==> src/verilog/hpm_pkg.sv <==
// Shared constants, field positions and byte-order helpers for the host port memory block
package hpm_pkg;
  localparam int DATA_W   = 32;
  localparam int IDX_W    = 6;
  localparam int RADDR_W  = 8;
  localparam int RAM_D    = 64;
  localparam int FIFO_D   = 16;
  localparam int FIFO_W   = RADDR_W + DATA_W;
  localparam int CPU_A_W  = 9;

  // Host-side register indices, selected through the index register
  localparam logic [IDX_W-1:0] IDX_CTRL   = 6'h00;
  localparam logic [IDX_W-1:0] IDX_MEMCTL = 6'h01;
  localparam logic [IDX_W-1:0] IDX_BADDR  = 6'h02;
  localparam logic [IDX_W-1:0] IDX_DPORT  = 6'h03;

  // CPU-side byte addresses
  localparam logic [CPU_A_W-1:0] CPU_MEMCTL = 9'h000;
  localparam logic [CPU_A_W-1:0] CPU_CTRL   = 9'h004;
  localparam logic [CPU_A_W-1:0] CPU_BADDR  = 9'h008;
  localparam logic [CPU_A_W-1:0] CPU_STAT   = 9'h00C;
  localparam logic [CPU_A_W-1:0] CPU_RAM    = 9'h100;

  // Field positions
  localparam int CTRL_BO    = 0;
  localparam int CTRL_WSWP  = 2;
  localparam int MC_LOCK    = 7;
  localparam int MC_RSV6    = 6;
  localparam int MC_WT      = 5;
  localparam int MC_RD      = 3;
  localparam int MC_DIR     = 0;
  localparam logic [DATA_W-1:0] MC_WMASK = 32'h000000A9;

  // Reset values and buffer address step
  localparam logic [DATA_W-1:0]  RST_DATA = 32'h00000000;
  localparam logic [RADDR_W-1:0] RST_ADDR = 8'h00;
  localparam logic [RADDR_W-1:0] ADDR_STEP = 8'h04;

  function automatic logic [DATA_W-1:0] byte_rev(input logic [DATA_W-1:0] d);
    return {d[7:0], d[15:8], d[23:16], d[31:24]};
  endfunction

  // Halves swapped, then bytes inside each half
  function automatic logic [DATA_W-1:0] word_swap(input logic [DATA_W-1:0] d);
    logic [DATA_W-1:0] h;
    h = {d[15:0], d[31:16]};
    return {h[23:16], h[31:24], h[7:0], h[15:8]};
  endfunction
endpackage

==> src/verilog/hpm_if.sv <==
// Parallel host port link between the external host and the device
`timescale 1ns/100ps
interface hpm_if;
  logic                         hp_rs;
  logic                         hp_wr;
  logic                         hp_rd;
  logic [hpm_pkg::DATA_W-1:0]   hp_wdata;
  logic [hpm_pkg::DATA_W-1:0]   hp_rdata;
  logic                         hp_rvalid;
  logic                         hp_ready;

  modport dev  (input hp_rs, hp_wr, hp_rd, hp_wdata, output hp_rdata, hp_rvalid, hp_ready);
  modport host (output hp_rs, hp_wr, hp_rd, hp_wdata, input hp_rdata, hp_rvalid, hp_ready);
endinterface

==> src/verilog/hpm_device.sv <==
// Device end: host register port, memory control, shared buffer RAM and CPU register port
//
// Added by the designer: the register addresses and strobed register access.
`timescale 1ns/100ps
module hpm_device (
  hpm_if.dev                                  link,
  input  wire logic                           i_clk,
  input  wire logic                           i_srst,
  input  wire logic [hpm_pkg::CPU_A_W-1:0]    i_cpu_addr,
  input  wire logic [hpm_pkg::DATA_W-1:0]     i_cpu_wdata,
  input  wire logic                           i_cpu_wr,
  input  wire logic                           i_cpu_rd,
  output logic [hpm_pkg::DATA_W-1:0]          o_cpu_rdata
);
  localparam int DW = hpm_pkg::DATA_W;
  localparam int AW = hpm_pkg::RADDR_W;

  logic [DW-1:0]              ram [hpm_pkg::RAM_D];
  logic [hpm_pkg::IDX_W-1:0]  index_r;
  logic                       byte_order_r;
  logic                       word_swap_r;
  logic                       lock_r;
  logic                       rd_req_r;
  logic                       wt_req_r;
  logic                       dir_r;
  logic [AW-1:0]              baddr_r;
  logic [DW-1:0]              dport_r;
  logic                       fetch_pend_r;
  logic [DW-1:0]              hp_rdata_r;
  logic                       hp_rvalid_r;
  logic [DW-1:0]              cpu_rdata_r;

  // Host-side decode; pin high addresses the index register
  wire hw_idx   = link.hp_wr && link.hp_rs;
  wire hw_reg   = link.hp_wr && !link.hp_rs;
  wire hr_reg   = link.hp_rd && !link.hp_rs;
  wire sel_ctrl = (index_r == hpm_pkg::IDX_CTRL);
  wire sel_mc   = (index_r == hpm_pkg::IDX_MEMCTL);
  wire sel_ba   = (index_r == hpm_pkg::IDX_BADDR);
  wire sel_dp   = (index_r == hpm_pkg::IDX_DPORT);

  // Register bytes follow the byte order bit; data port may use word swap instead
  wire [DW-1:0] reg_wdata = byte_order_r ? hpm_pkg::byte_rev(link.hp_wdata) : link.hp_wdata;
  wire [DW-1:0] dp_wdata  = word_swap_r ? hpm_pkg::word_swap(link.hp_wdata) : reg_wdata;

  wire mode_cread  = lock_r && rd_req_r;
  wire mode_cwrite = lock_r && wt_req_r;

  // Memory control view; reserved bits are never stored, so they read zero
  wire [DW-1:0] mc_view = {24'h000000, lock_r, 1'b0, wt_req_r, 1'b0, rd_req_r, 2'b00, dir_r};
  wire [DW-1:0] ctrl_view = {29'h00000000, word_swap_r, 1'b0, byte_order_r};
  wire [DW-1:0] mc_w = reg_wdata & hpm_pkg::MC_WMASK;

  // FIFO between data port writes and the RAM
  logic                       fifo_in_valid;
  logic                       fifo_in_ready;
  logic [hpm_pkg::FIFO_W-1:0] fifo_in_data;
  logic                       fifo_out_valid;
  logic [hpm_pkg::FIFO_W-1:0] fifo_out_data;

  wire cpu_ram   = (i_cpu_addr >= hpm_pkg::CPU_RAM);
  wire cpu_ram_a = cpu_ram && (i_cpu_wr || i_cpu_rd);
  // CPU RAM access owns the RAM port that cycle; drain and fetch simply wait
  wire drain     = fifo_out_valid && !cpu_ram_a;
  wire fetch_go  = fetch_pend_r && !fifo_out_valid && !cpu_ram_a;
  wire dp_host_w = hw_reg && sel_dp;
  wire dp_host_r = hr_reg && sel_dp;
  wire push_cw   = dp_host_w && mode_cwrite;
  wire push_once = wt_req_r && !lock_r && !fetch_pend_r;
  wire [AW-1:0] baddr_step = dir_r ? (baddr_r - hpm_pkg::ADDR_STEP) : (baddr_r + hpm_pkg::ADDR_STEP);

  assign fifo_in_valid = push_cw || push_once;
  assign fifo_in_data  = {baddr_r, (push_cw ? dp_wdata : dport_r)};
  // Back-pressure: host waits while a fetch or a single write is outstanding or the FIFO is full
  assign link.hp_ready = fifo_in_ready && !fetch_pend_r && !(wt_req_r && !lock_r);
  assign link.hp_rdata  = hp_rdata_r;
  assign link.hp_rvalid = hp_rvalid_r;
  assign o_cpu_rdata    = cpu_rdata_r;

  hpm_fifo #(
    .W (hpm_pkg::FIFO_W),
    .D (hpm_pkg::FIFO_D)
  ) u_fifo (
    .i_clk       (i_clk),
    .i_srst      (i_srst),
    .i_in_valid  (fifo_in_valid),
    .o_in_ready  (fifo_in_ready),
    .i_in_data   (fifo_in_data),
    .o_out_valid (fifo_out_valid),
    .i_out_ready (!cpu_ram_a),
    .o_out_data  (fifo_out_data)
  );

  wire [AW-1:0]  drain_addr = fifo_out_data[hpm_pkg::FIFO_W-1:DW];
  wire [5:0]     cpu_widx   = i_cpu_addr[7:2];
  wire [DW-1:0]  fetch_word = ram[baddr_r[7:2]];

  always_ff @(posedge i_clk) begin
    if (cpu_ram && i_cpu_wr) begin
      ram[cpu_widx] <= i_cpu_wdata;
    end else if (drain) begin
      ram[drain_addr[7:2]] <= fifo_out_data[DW-1:0];
    end
  end

  // Index and order controls; CPU write wins a same-cycle collision
  always_ff @(posedge i_clk) begin
    if (i_srst) begin
      index_r      <= '0;
      byte_order_r <= 1'b0;
      word_swap_r  <= 1'b0;
    end else begin
      if (hw_idx) index_r <= reg_wdata[hpm_pkg::IDX_W-1:0];
      if (i_cpu_wr && i_cpu_addr == hpm_pkg::CPU_CTRL) begin
        byte_order_r <= i_cpu_wdata[hpm_pkg::CTRL_BO];
        word_swap_r  <= i_cpu_wdata[hpm_pkg::CTRL_WSWP];
      end else if (hw_reg && sel_ctrl) begin
        byte_order_r <= reg_wdata[hpm_pkg::CTRL_BO];
        word_swap_r  <= reg_wdata[hpm_pkg::CTRL_WSWP];
      end
    end
  end

  // Memory control: written only from the host side
  always_ff @(posedge i_clk) begin
    if (i_srst) begin
      lock_r   <= 1'b0;
      rd_req_r <= 1'b0;
      wt_req_r <= 1'b0;
      dir_r    <= 1'b0;
    end else if (hw_reg && sel_mc) begin
      lock_r <= mc_w[hpm_pkg::MC_LOCK];
      dir_r  <= mc_w[hpm_pkg::MC_DIR];
      if (!(lock_r && mc_w[hpm_pkg::MC_LOCK])) begin
        rd_req_r <= mc_w[hpm_pkg::MC_RD];
        wt_req_r <= mc_w[hpm_pkg::MC_WT];
      end
    end else begin
      if (fetch_go && !lock_r) rd_req_r <= 1'b0;
      if (push_once && fifo_in_ready) wt_req_r <= 1'b0;
    end
  end

  // Data port, buffer address and pending fetch
  wire mc_rd_set = hw_reg && sel_mc && mc_w[hpm_pkg::MC_RD] && !(lock_r && mc_w[hpm_pkg::MC_LOCK]);
  always_ff @(posedge i_clk) begin
    if (i_srst) begin
      dport_r      <= hpm_pkg::RST_DATA;
      baddr_r      <= hpm_pkg::RST_ADDR;
      fetch_pend_r <= 1'b0;
    end else begin
      if (fetch_go) dport_r <= fetch_word;
      // A request landing in the fetch cycle must not be lost
      if (mc_rd_set || (dp_host_r && mode_cread)) begin
        fetch_pend_r <= 1'b1;
      end else if (fetch_go) begin
        fetch_pend_r <= 1'b0;
      end
      if (dp_host_w && !mode_cwrite) dport_r <= dp_wdata;
      if ((fetch_go && lock_r) || (push_cw && fifo_in_ready)) begin
        baddr_r <= baddr_step;
      end else if (hw_reg && sel_ba) begin
        baddr_r <= reg_wdata[AW-1:0];
      end
    end
  end

  // Host read path, answered one cycle later
  wire [DW-1:0] hp_raw = sel_ctrl ? ctrl_view :
                         sel_mc   ? mc_view :
                         sel_ba   ? {24'h000000, baddr_r} :
                         sel_dp   ? dport_r : hpm_pkg::RST_DATA;
  wire [DW-1:0] hp_idx_v = {26'h0000000, index_r};
  wire [DW-1:0] hp_ord   = byte_order_r ? hpm_pkg::byte_rev(hp_raw) : hp_raw;
  wire [DW-1:0] hp_dpo   = word_swap_r ? hpm_pkg::word_swap(dport_r) : hp_ord;
  wire [DW-1:0] hp_idxo  = byte_order_r ? hpm_pkg::byte_rev(hp_idx_v) : hp_idx_v;
  always_ff @(posedge i_clk) begin
    if (i_srst) begin
      hp_rdata_r  <= hpm_pkg::RST_DATA;
      hp_rvalid_r <= 1'b0;
    end else begin
      hp_rvalid_r <= link.hp_rd;
      if (link.hp_rd) hp_rdata_r <= link.hp_rs ? hp_idxo : (sel_dp ? hp_dpo : hp_ord);
    end
  end

  // CPU read path
  wire [DW-1:0] cpu_stat = {27'h0000000, fetch_pend_r, fifo_out_valid, !fifo_in_ready, mode_cwrite, mode_cread};
  wire [DW-1:0] cpu_raw;
  assign cpu_raw = (i_cpu_addr == hpm_pkg::CPU_MEMCTL) ? mc_view :
                   (i_cpu_addr == hpm_pkg::CPU_CTRL)   ? ctrl_view :
                   (i_cpu_addr == hpm_pkg::CPU_BADDR)  ? {24'h000000, baddr_r} :
                   (i_cpu_addr == hpm_pkg::CPU_STAT)   ? cpu_stat :
                   cpu_ram                             ? ram[cpu_widx] : hpm_pkg::RST_DATA;
  always_ff @(posedge i_clk) begin
    if (i_srst) begin
      cpu_rdata_r <= hpm_pkg::RST_DATA;
    end else if (i_cpu_rd) begin
      cpu_rdata_r <= cpu_raw;
    end
  end
endmodule

==> src/verilog/hpm_fifo.sv <==
// Word FIFO with valid/ready on both sides
`timescale 1ns/100ps
module hpm_fifo #(
  parameter int W = 40,
  parameter int D = 16
) (
  input  wire logic         i_clk,
  input  wire logic         i_srst,
  input  wire logic         i_in_valid,
  output logic              o_in_ready,
  input  wire logic [W-1:0] i_in_data,
  output logic              o_out_valid,
  input  wire logic         i_out_ready,
  output logic [W-1:0]      o_out_data
);
  localparam int AW = $clog2(D);
  logic [W-1:0]  mem [D];
  logic [AW-1:0] wp_r;
  logic [AW-1:0] rp_r;
  logic [AW:0]   cnt_r;
  wire           push = i_in_valid && o_in_ready;
  wire           pop  = o_out_valid && i_out_ready;

  assign o_in_ready  = (cnt_r != (AW+1)'(D));
  assign o_out_valid = (cnt_r != '0);
  assign o_out_data  = mem[rp_r];

  always_ff @(posedge i_clk) begin
    if (push) begin
      mem[wp_r] <= i_in_data;
    end
  end

  always_ff @(posedge i_clk) begin
    if (i_srst) begin
      wp_r  <= '0;
      rp_r  <= '0;
      cnt_r <= '0;
    end else begin
      if (push) wp_r <= wp_r + 1'b1;
      if (pop) rp_r <= rp_r + 1'b1;
      cnt_r <= cnt_r + (AW+1)'(push) - (AW+1)'(pop);
    end
  end
endmodule

==> src/flat_wrapper.sv <==
// flat-port wrapper written by rule: the top's interface ports become plain ports
module hpm_device_flat 
  (i_clk, i_srst, i_cpu_addr, i_cpu_wdata, i_cpu_wr, i_cpu_rd, o_cpu_rdata, link_hp_rs, link_hp_wr, link_hp_rd, link_hp_wdata, link_hp_rdata, link_hp_rvalid, link_hp_ready);
  hpm_if link_i ();
  input  wire logic i_clk;
  input  wire logic i_srst;
  input  wire logic [hpm_pkg::CPU_A_W-1:0] i_cpu_addr;
  input  wire logic [hpm_pkg::DATA_W-1:0] i_cpu_wdata;
  input  wire logic i_cpu_wr;
  input  wire logic i_cpu_rd;
  output logic [hpm_pkg::DATA_W-1:0] o_cpu_rdata;
  input wire logic [$bits(link_i.hp_rs)-1:0] link_hp_rs;
  input wire logic [$bits(link_i.hp_wr)-1:0] link_hp_wr;
  input wire logic [$bits(link_i.hp_rd)-1:0] link_hp_rd;
  input wire logic [$bits(link_i.hp_wdata)-1:0] link_hp_wdata;
  output wire logic [$bits(link_i.hp_rdata)-1:0] link_hp_rdata;
  output wire logic [$bits(link_i.hp_rvalid)-1:0] link_hp_rvalid;
  output wire logic [$bits(link_i.hp_ready)-1:0] link_hp_ready;
  assign link_i.hp_rs = link_hp_rs;
  assign link_i.hp_wr = link_hp_wr;
  assign link_i.hp_rd = link_hp_rd;
  assign link_i.hp_wdata = link_hp_wdata;
  assign link_hp_rdata = link_i.hp_rdata;
  assign link_hp_rvalid = link_i.hp_rvalid;
  assign link_hp_ready = link_i.hp_ready;
  hpm_device u_core (.link(link_i), .i_clk(i_clk), .i_srst(i_srst), .i_cpu_addr(i_cpu_addr), .i_cpu_wdata(i_cpu_wdata), .i_cpu_wr(i_cpu_wr), .i_cpu_rd(i_cpu_rd), .o_cpu_rdata(o_cpu_rdata));
endmodule
==> config.mk <==
export PLATFORM = sky130hd
export DESIGN_NAME = hpm_device_flat
export DESIGN_NICKNAME = d
export VERILOG_FILES = /design/src/verilog/hpm_pkg.sv /design/src/verilog/hpm_if.sv /design/src/verilog/hpm_device.sv /design/src/verilog/hpm_fifo.sv /design/src/flat_wrapper.sv
export SDC_FILE = /design/constraint.sdc
export NUM_CORES = 2
export LEC_CHECK = 0
export BUFFER_PORTS_ARGS = -buffer_cell sky130_fd_sc_hd__buf_2
export CORE_UTILIZATION = 57
export DETAILED_ROUTE_END_ITERATION = 8
export MAX_ROUTING_LAYER = met4
export PLACE_DENSITY = 0.73
export SETUP_SLACK_MARGIN = 0.2
export SYNTH_ARGS = -nofsm -noshare
export SYNTH_HDL_FRONTEND = slang
export SYNTH_SLANG_ARGS = --single-unit
==> constraint.sdc <==
create_clock -name i_clk -period 9.5 [get_ports i_clk]
set_input_delay 0.95 -clock i_clk [delete_from_list [all_inputs] [get_ports i_clk]]
set_output_delay 0.95 -clock i_clk [all_outputs]
set_load 0.05 [all_outputs]
Yosys cells after proc, flatten, opt, wreduce, memory -nomap -nowiden
Memory sizes are Yosys's and may differ from the RTL's. A register that Yosys moved wholly into a read port is not among the register bits.
Cells that the tools add are included.
{"block": "totals", "in_bits": 80, "elab_cells": 137, "ram_bits": 2688, "output_inout_bits": 66, "n_memories": 2, "ff_bits": 131}
{"name": "u_core.ram", "depth": 64, "width": 32, "rd": 2, "rd_ports_with_merged_regs": 1, "write_ports": 1, "line_no": "hpm_device.sv:18", "rtl": "logic [DW-1:0] ram [hpm_pkg::RAM_D];"}
{"name": "u_core.u_fifo.mem", "depth": 16, "width": 40, "rd": 1, "rd_ports_with_merged_regs": 1, "write_ports": 1, "line_no": "hpm_fifo.sv:17", "rtl": "logic [W-1:0] mem [D];"}
{"block": "op_classes", "muxes": 48, "reduce_logical": 56, "order_cmp": 1, "n_eq_ne": 8, "n_addsub": 6}
{"operator": "two-way mux 32 bit", "n": 19}
{"operator": "OR reduction 32 bit", "n": 1}
{"operator": "logical AND 1 bit", "n": 31}
{"operator": "two-way mux 30 bit", "n": 1}
{"operator": "two-way mux 8 bit", "n": 3}
{"operator": "two-way mux 1 bit", "n": 20}
{"operator": "equality test 9 x 4 -> 1 bit, second input constant", "n": 2}
{"operator": "two-way mux 6 bit", "n": 3}
{"operator": "equality test 6 x 2 -> 1 bit, second input constant", "n": 2}
{"operator": "nonzero test 2 bit", "n": 6}
{"operator": "equality test 9 x 3 -> 1 bit, second input constant", "n": 1}
{"operator": ">= comparator 9 bit, second input constant", "n": 1}
{"operator": "zero test 1 bit", "n": 9}
{"operator": "zero test 9 bit", "n": 1}
{"operator": "adder 4 x 1 -> 4 bit, second input constant", "n": 2}
{"operator": "adder 8 x 3 -> 8 bit, second input constant", "n": 1}
{"operator": "two-way mux 4 bit", "n": 2}
{"operator": "subtractor 8 x 3 -> 8 bit, second input constant", "n": 1}
{"operator": "equality test 6 x 1 -> 1 bit, second input constant", "n": 1}
{"operator": "zero test 6 bit", "n": 1}
{"operator": "adder 5 x 1 -> 5 bit", "n": 1}
{"operator": "!= test 5 bit, second input constant", "n": 1}
{"operator": "nonzero test 5 bit", "n": 1}
{"operator": "subtractor 5 x 1 -> 5 bit", "n": 1}
{"operator": "3 further kinds", "n": 7}

Logic depth before layout (Yosys ltp)
{"block": "logic_depth", "ltp_word": 9, "ltp_mapped": 15, "mapped_depth_nobuf": 12}

Cells and area by module
Synthesis repeated with hierarchy kept, for this count alone.
{"block": "unflattened", "hier_cells": 6333, "area_unflattened_um2": 125298.9}
{"mod": "hpm_device", "cells_per_inst": 5246, "area_per_inst_um2": 100143.5, "n_inst": 1, "seq_area_each_um2": 63981.4}
{"mod": "hpm_fifo", "cells_per_inst": 1087, "area_per_inst_um2": 25155.4, "n_inst": 1, "seq_area_each_um2": 19558.8}

Least setup slack after synthesis
Ideal clock, no wire load.
{"block": "synth_path", "path_type": "input-to-reg", "start": "in i_cpu_addr[2] in the netlist's numbering", "end": "mem u_core.ram[58][0] in the netlist's numbering (enable)", "required_time_ps": 9039, "path_buffers": 6, "path_stages": 9, "setup_time_ps": 461, "t_arrival_ps": 4677, "slack_ps": 4362, "cell_sequence": "buf_4 -> buf_6 -> buf_6 -> buf_4 -> buf_6 -> buf_2 -> or3_1 -> o31a_1 -> nor3_1"}
{"block": "synth_via", "elab_chain_cells": 9, "word_cells_on_any_way": 13, "cone_classes": "order compare: 1; mux: 7; reduce/logical: 5"}
{"item": "from (decl)", "line_no": "flat_wrapper.sv:7", "rtl": "input wire logic [hpm_pkg::CPU_A_W-1:0] i_cpu_addr;"}
{"item": ">= comparator 9 bit", "line_no": "hpm_device.sv:61", "rtl": "wire cpu_ram = (i_cpu_addr >= hpm_pkg::CPU_RAM);"}
{"item": "logical AND 1 bit", "line_no": "hpm_device.sv:62", "rtl": "wire cpu_ram_a = cpu_ram && (i_cpu_wr || i_cpu_rd);"}
{"item": "zero test 1 bit", "line_no": "hpm_device.sv:64", "rtl": "wire drain = fifo_out_valid && !cpu_ram_a;"}
{"item": "logical AND 1 bit", "line_no": "hpm_device.sv:64"}
{"item": "two-way mux 1 bit", "line_no": "hpm_device.sv:101", "rtl": "end else if (drain) begin"}
{"item": "two-way mux 1 bit", "line_no": "hpm_device.sv:99", "rtl": "if (cpu_ram && i_cpu_wr) begin"}
{"item": "two-way mux 1 bit (implied by the code)", "line_no": "hpm_device.sv:102", "rtl": "ram[drain_addr[7:2]] <= fifo_out_data[DW-1:0];"}
{"item": "OR reduction 32 bit (no line)"}
{"item": "two-way mux 6 bit (no line) or two-way mux 1 bit (tied branches)"}
{"item": "to (decl)", "line_no": "hpm_device.sv:18"}
Several ways; a longest one is shown, not always the timed one.

==> flow_metrics.tcl <==
set metrics [dict create \
    status "finished clean" \
    p_per_area_nw_per_um2 227 \
    synth-simple-area-share_pct 2.74 \
    ant_nets 0 \
    report.final.slew_viol_count 0 \
    start_util_pct 57.5 \
    cts_buffer_depth 4 \
    grt_pass1_vias 70500 \
    numCtsBuffers 303 \
    cap_viol_max_count 0 \
    cts_setup_buffers 0 \
    avgRoutedWirePerCell_um 40.5 \
    hp-class "in2reg" \
    synth_adder_area_share_pct 0.172 \
    syn_inst 6412 \
    clock_latency_ns 0.98 \
    synthTopCellsByCount "edfxtp_1, mux4_2, mux2i_1, nand2_1, nor2_1" \
    clock_skew_ns 0.0779 \
    cts_hold_buf 0 \
    total_power_w 0.0318 \
    yosys.area.top_type "edfxtp_1" \
    die_w_um 471 \
    die-area_um2 222000 \
    synth_edf_count 2656 \
    synth_xor_area_share_pct 0.0979 \
    grt_use_total_pct 36.8 \
    fmax_mhz 172 \
    vias_per_cell 7.55 \
    fin_setup_tns_ns 0 \
    syn-cell-area_um2 125000 \
    critPathKind "reg2reg" \
    synthMuxAreaShare_pct 25.2 \
    slew_headroom_pct 2.97 \
    ys_seq_elements 2797 \
    core_um2 218000 \
    clock_sinks 2797 \
    wl_mm 394 \
    cp-end-kind "flip-flop" \
    io-pin-count 146 \
    area_growth_pct 11.5 \
    gp_congestion 0.977 \
    worstPathMaxFanout 63 \
    setup_viol 0 \
    cp.required_ns 10.08 \
    synth_warnings 0 \
    cts.repair.resized 0 \
    dr.pass1.iters 7 \
    io_buffers 145 \
    cp.arrival_ns 6.38 \
    grt_setup_unrepaired "false" \
    yosys-top-cells-area "edfxtp_1, mux4_2, mux2i_1, dfxtp_1, nand2_1" \
    dpl.hpwl_mm 241 \
    nets 6730 \
    ir_worst_vdd_mv 0.226 \
    hold_viol_final 0 \
    yosysMostFrequentCell "edfxtp_1" \
    worst_pin_slew_ns 1.46 \
    ys_types 83 \
    synth.avg_cell_area_um2 19.5 \
    grt_pass1_wl_mm 550 \
    fillers 14400 \
    p_leak_nw 41.9 \
    cts_max_level 5 \
    grt_start_max_net_pins 123 \
    first_iter_violations 13200 \
    drc 0 \
    min_period_ns 5.81 \
    fin_crit_sh_pct 61.1 \
    fp.dieH_um 471 \
    synthesis.nets 6508 \
    cts_tree "built" \
    async_flop_share_pct 0 \
    root_buffer "clkbuf_16" \
    clk_pin_slew_ns 0.06 \
    startpoint_type "flip-flop" \
    overflow 0 \
    row_count 171 \
    antenna_found_initial 29 \
    vias 73500 \
    drive_gt1_share_pct 32.8 \
    netlist.area_leader.share_pct 63.7 \
    yosysSeqAreaShare_pct 65.9 \
    synth_flop_cell "edfxtp_1" \
    synth_top_family_by_area "multiplexers" \
    synth_compound_area_share_pct 3.87 \
    holdWs_ns 0.299 \
]
-- state kept, by name, indices dropped and copies added (netlist names), 4 cells and up, named ones only --
name,count
u_core.u_fifo.wp_r,4
u_core.u_fifo.cnt_r,5
u_core.baddr_r,8
u_core.dport_r,32
u_core.o_cpu_rdata,32
u_core.u_fifo.rp_r,4
u_core.u_fifo.mem,608
u_core.index_r,6
u_core.ram,2048
u_core.link.hp_rdata,32
-- power by group --
part | switching [W] | leakage (nW) | internal [W] | total [W]
registers | 0.000218 | 24.4 | 0.0153 | 0.0155
logic | 0.00345 | 12.8 | 0.00124 | 0.00469
clock network | 0.00480 | 4.69 | 0.00679 | 0.0116
total | 0.00847 | 41.9 | 0.0233 | 0.0318
-- worst max-delay path, cell delays in order (launching register included) --
cell     delay (ns)
dfxtp_4        0.79
buf_4          0.88
mux4_2         0.42
a22o_1         0.27
a221o_1        0.34
o31ai_1        0.97
nand2_1        0.42
nor2_4         0.69
buf_4          0.50
-- area by class of cell --
cell class	instances	area (um^2)	share of cell area [%]
multi-input cells	3113	41000	29.4
clock buffers	394	8250	5.90
diodes	17	42.5	0.0305
well taps	2854	3570	2.56
clock inverters	135	1330	0.953
inverters	26	105	0.0752
repair buffers	393	2770	1.98
flip-flops and latches	2797	82600	59.1
-- cells by family after synthesis --
| group | count (synthesis) |
|---|---|
| AOI/OAI and AO/OA | 713 |
| buffers and inverters | 502 |
| and+or+nand+nor | 765 |
| muxes | 1605 |
| DFF | 2797 |
| xor gates and xnor gates | 14 |
| adders and majority gates | 16 |
-- cells in the final DEF (no fill, tap or decap), drive strengths merged, types with 31 or more instances in the layout --
cell type,Yosys,final
nand2,288,288
a22oi,134,134
buf,284,393
nor2b,38,38
clkbuf,192,394
o211ai,44,44
nand3,70,70
nand2b,40,40
mux2,33,33
clkinv,2,100
nor2,235,235
a31oi,36,36
o22ai,80,80
a211oi,55,55
inv,24,31
o21ai,89,89
a21oi,148,148
edfxtp,2656,2656
mux4,1239,1239
dfxtp,141,141
mux2i,333,333
-- final timing paths --
check                         start                     end  slack [ns]  cells after the start
min reg2reg  u_core.o_cpu_rdata[17]  u_core.o_cpu_rdata[17]        0.47                      2
max reg2reg               flip-flop      u_core.ram[40][28]        3.69                      8
max                       flip-flop      u_core.ram[40][28]        3.69                      8
min                  i_cpu_wdata[2]      u_core.word_swap_r        0.30                      3
-- metal layers --
| metal | GRT usage, % | vias up | wire, um |
|---|---|---|---|
| li1 | - | 27800 | - |
| met1 | 49.8 | 38500 | 138000 |
| met4 | 16.4 | 0 | 20500 |
| met5 | - | - | 0 |
| met2 | 51.2 | 6324 | 175000 |
| met3 | 12.0 | 875 | 60900 |
-- stage by stage --
stage	worst slack, ns	area (um^2)	std cells	util [%]
after floorplan	4.36	125000	6412	-
after detailed placement	3.91	130000	9183	59.7
after global placement	3.98	130000	9183	59.7
final	3.69	140000	9729	64.1
after CTS	3.97	140000	9712	64.1
after global routing	3.69	140000	9727	64.1
Note: power is estimated with default switching activity, not from simulation.
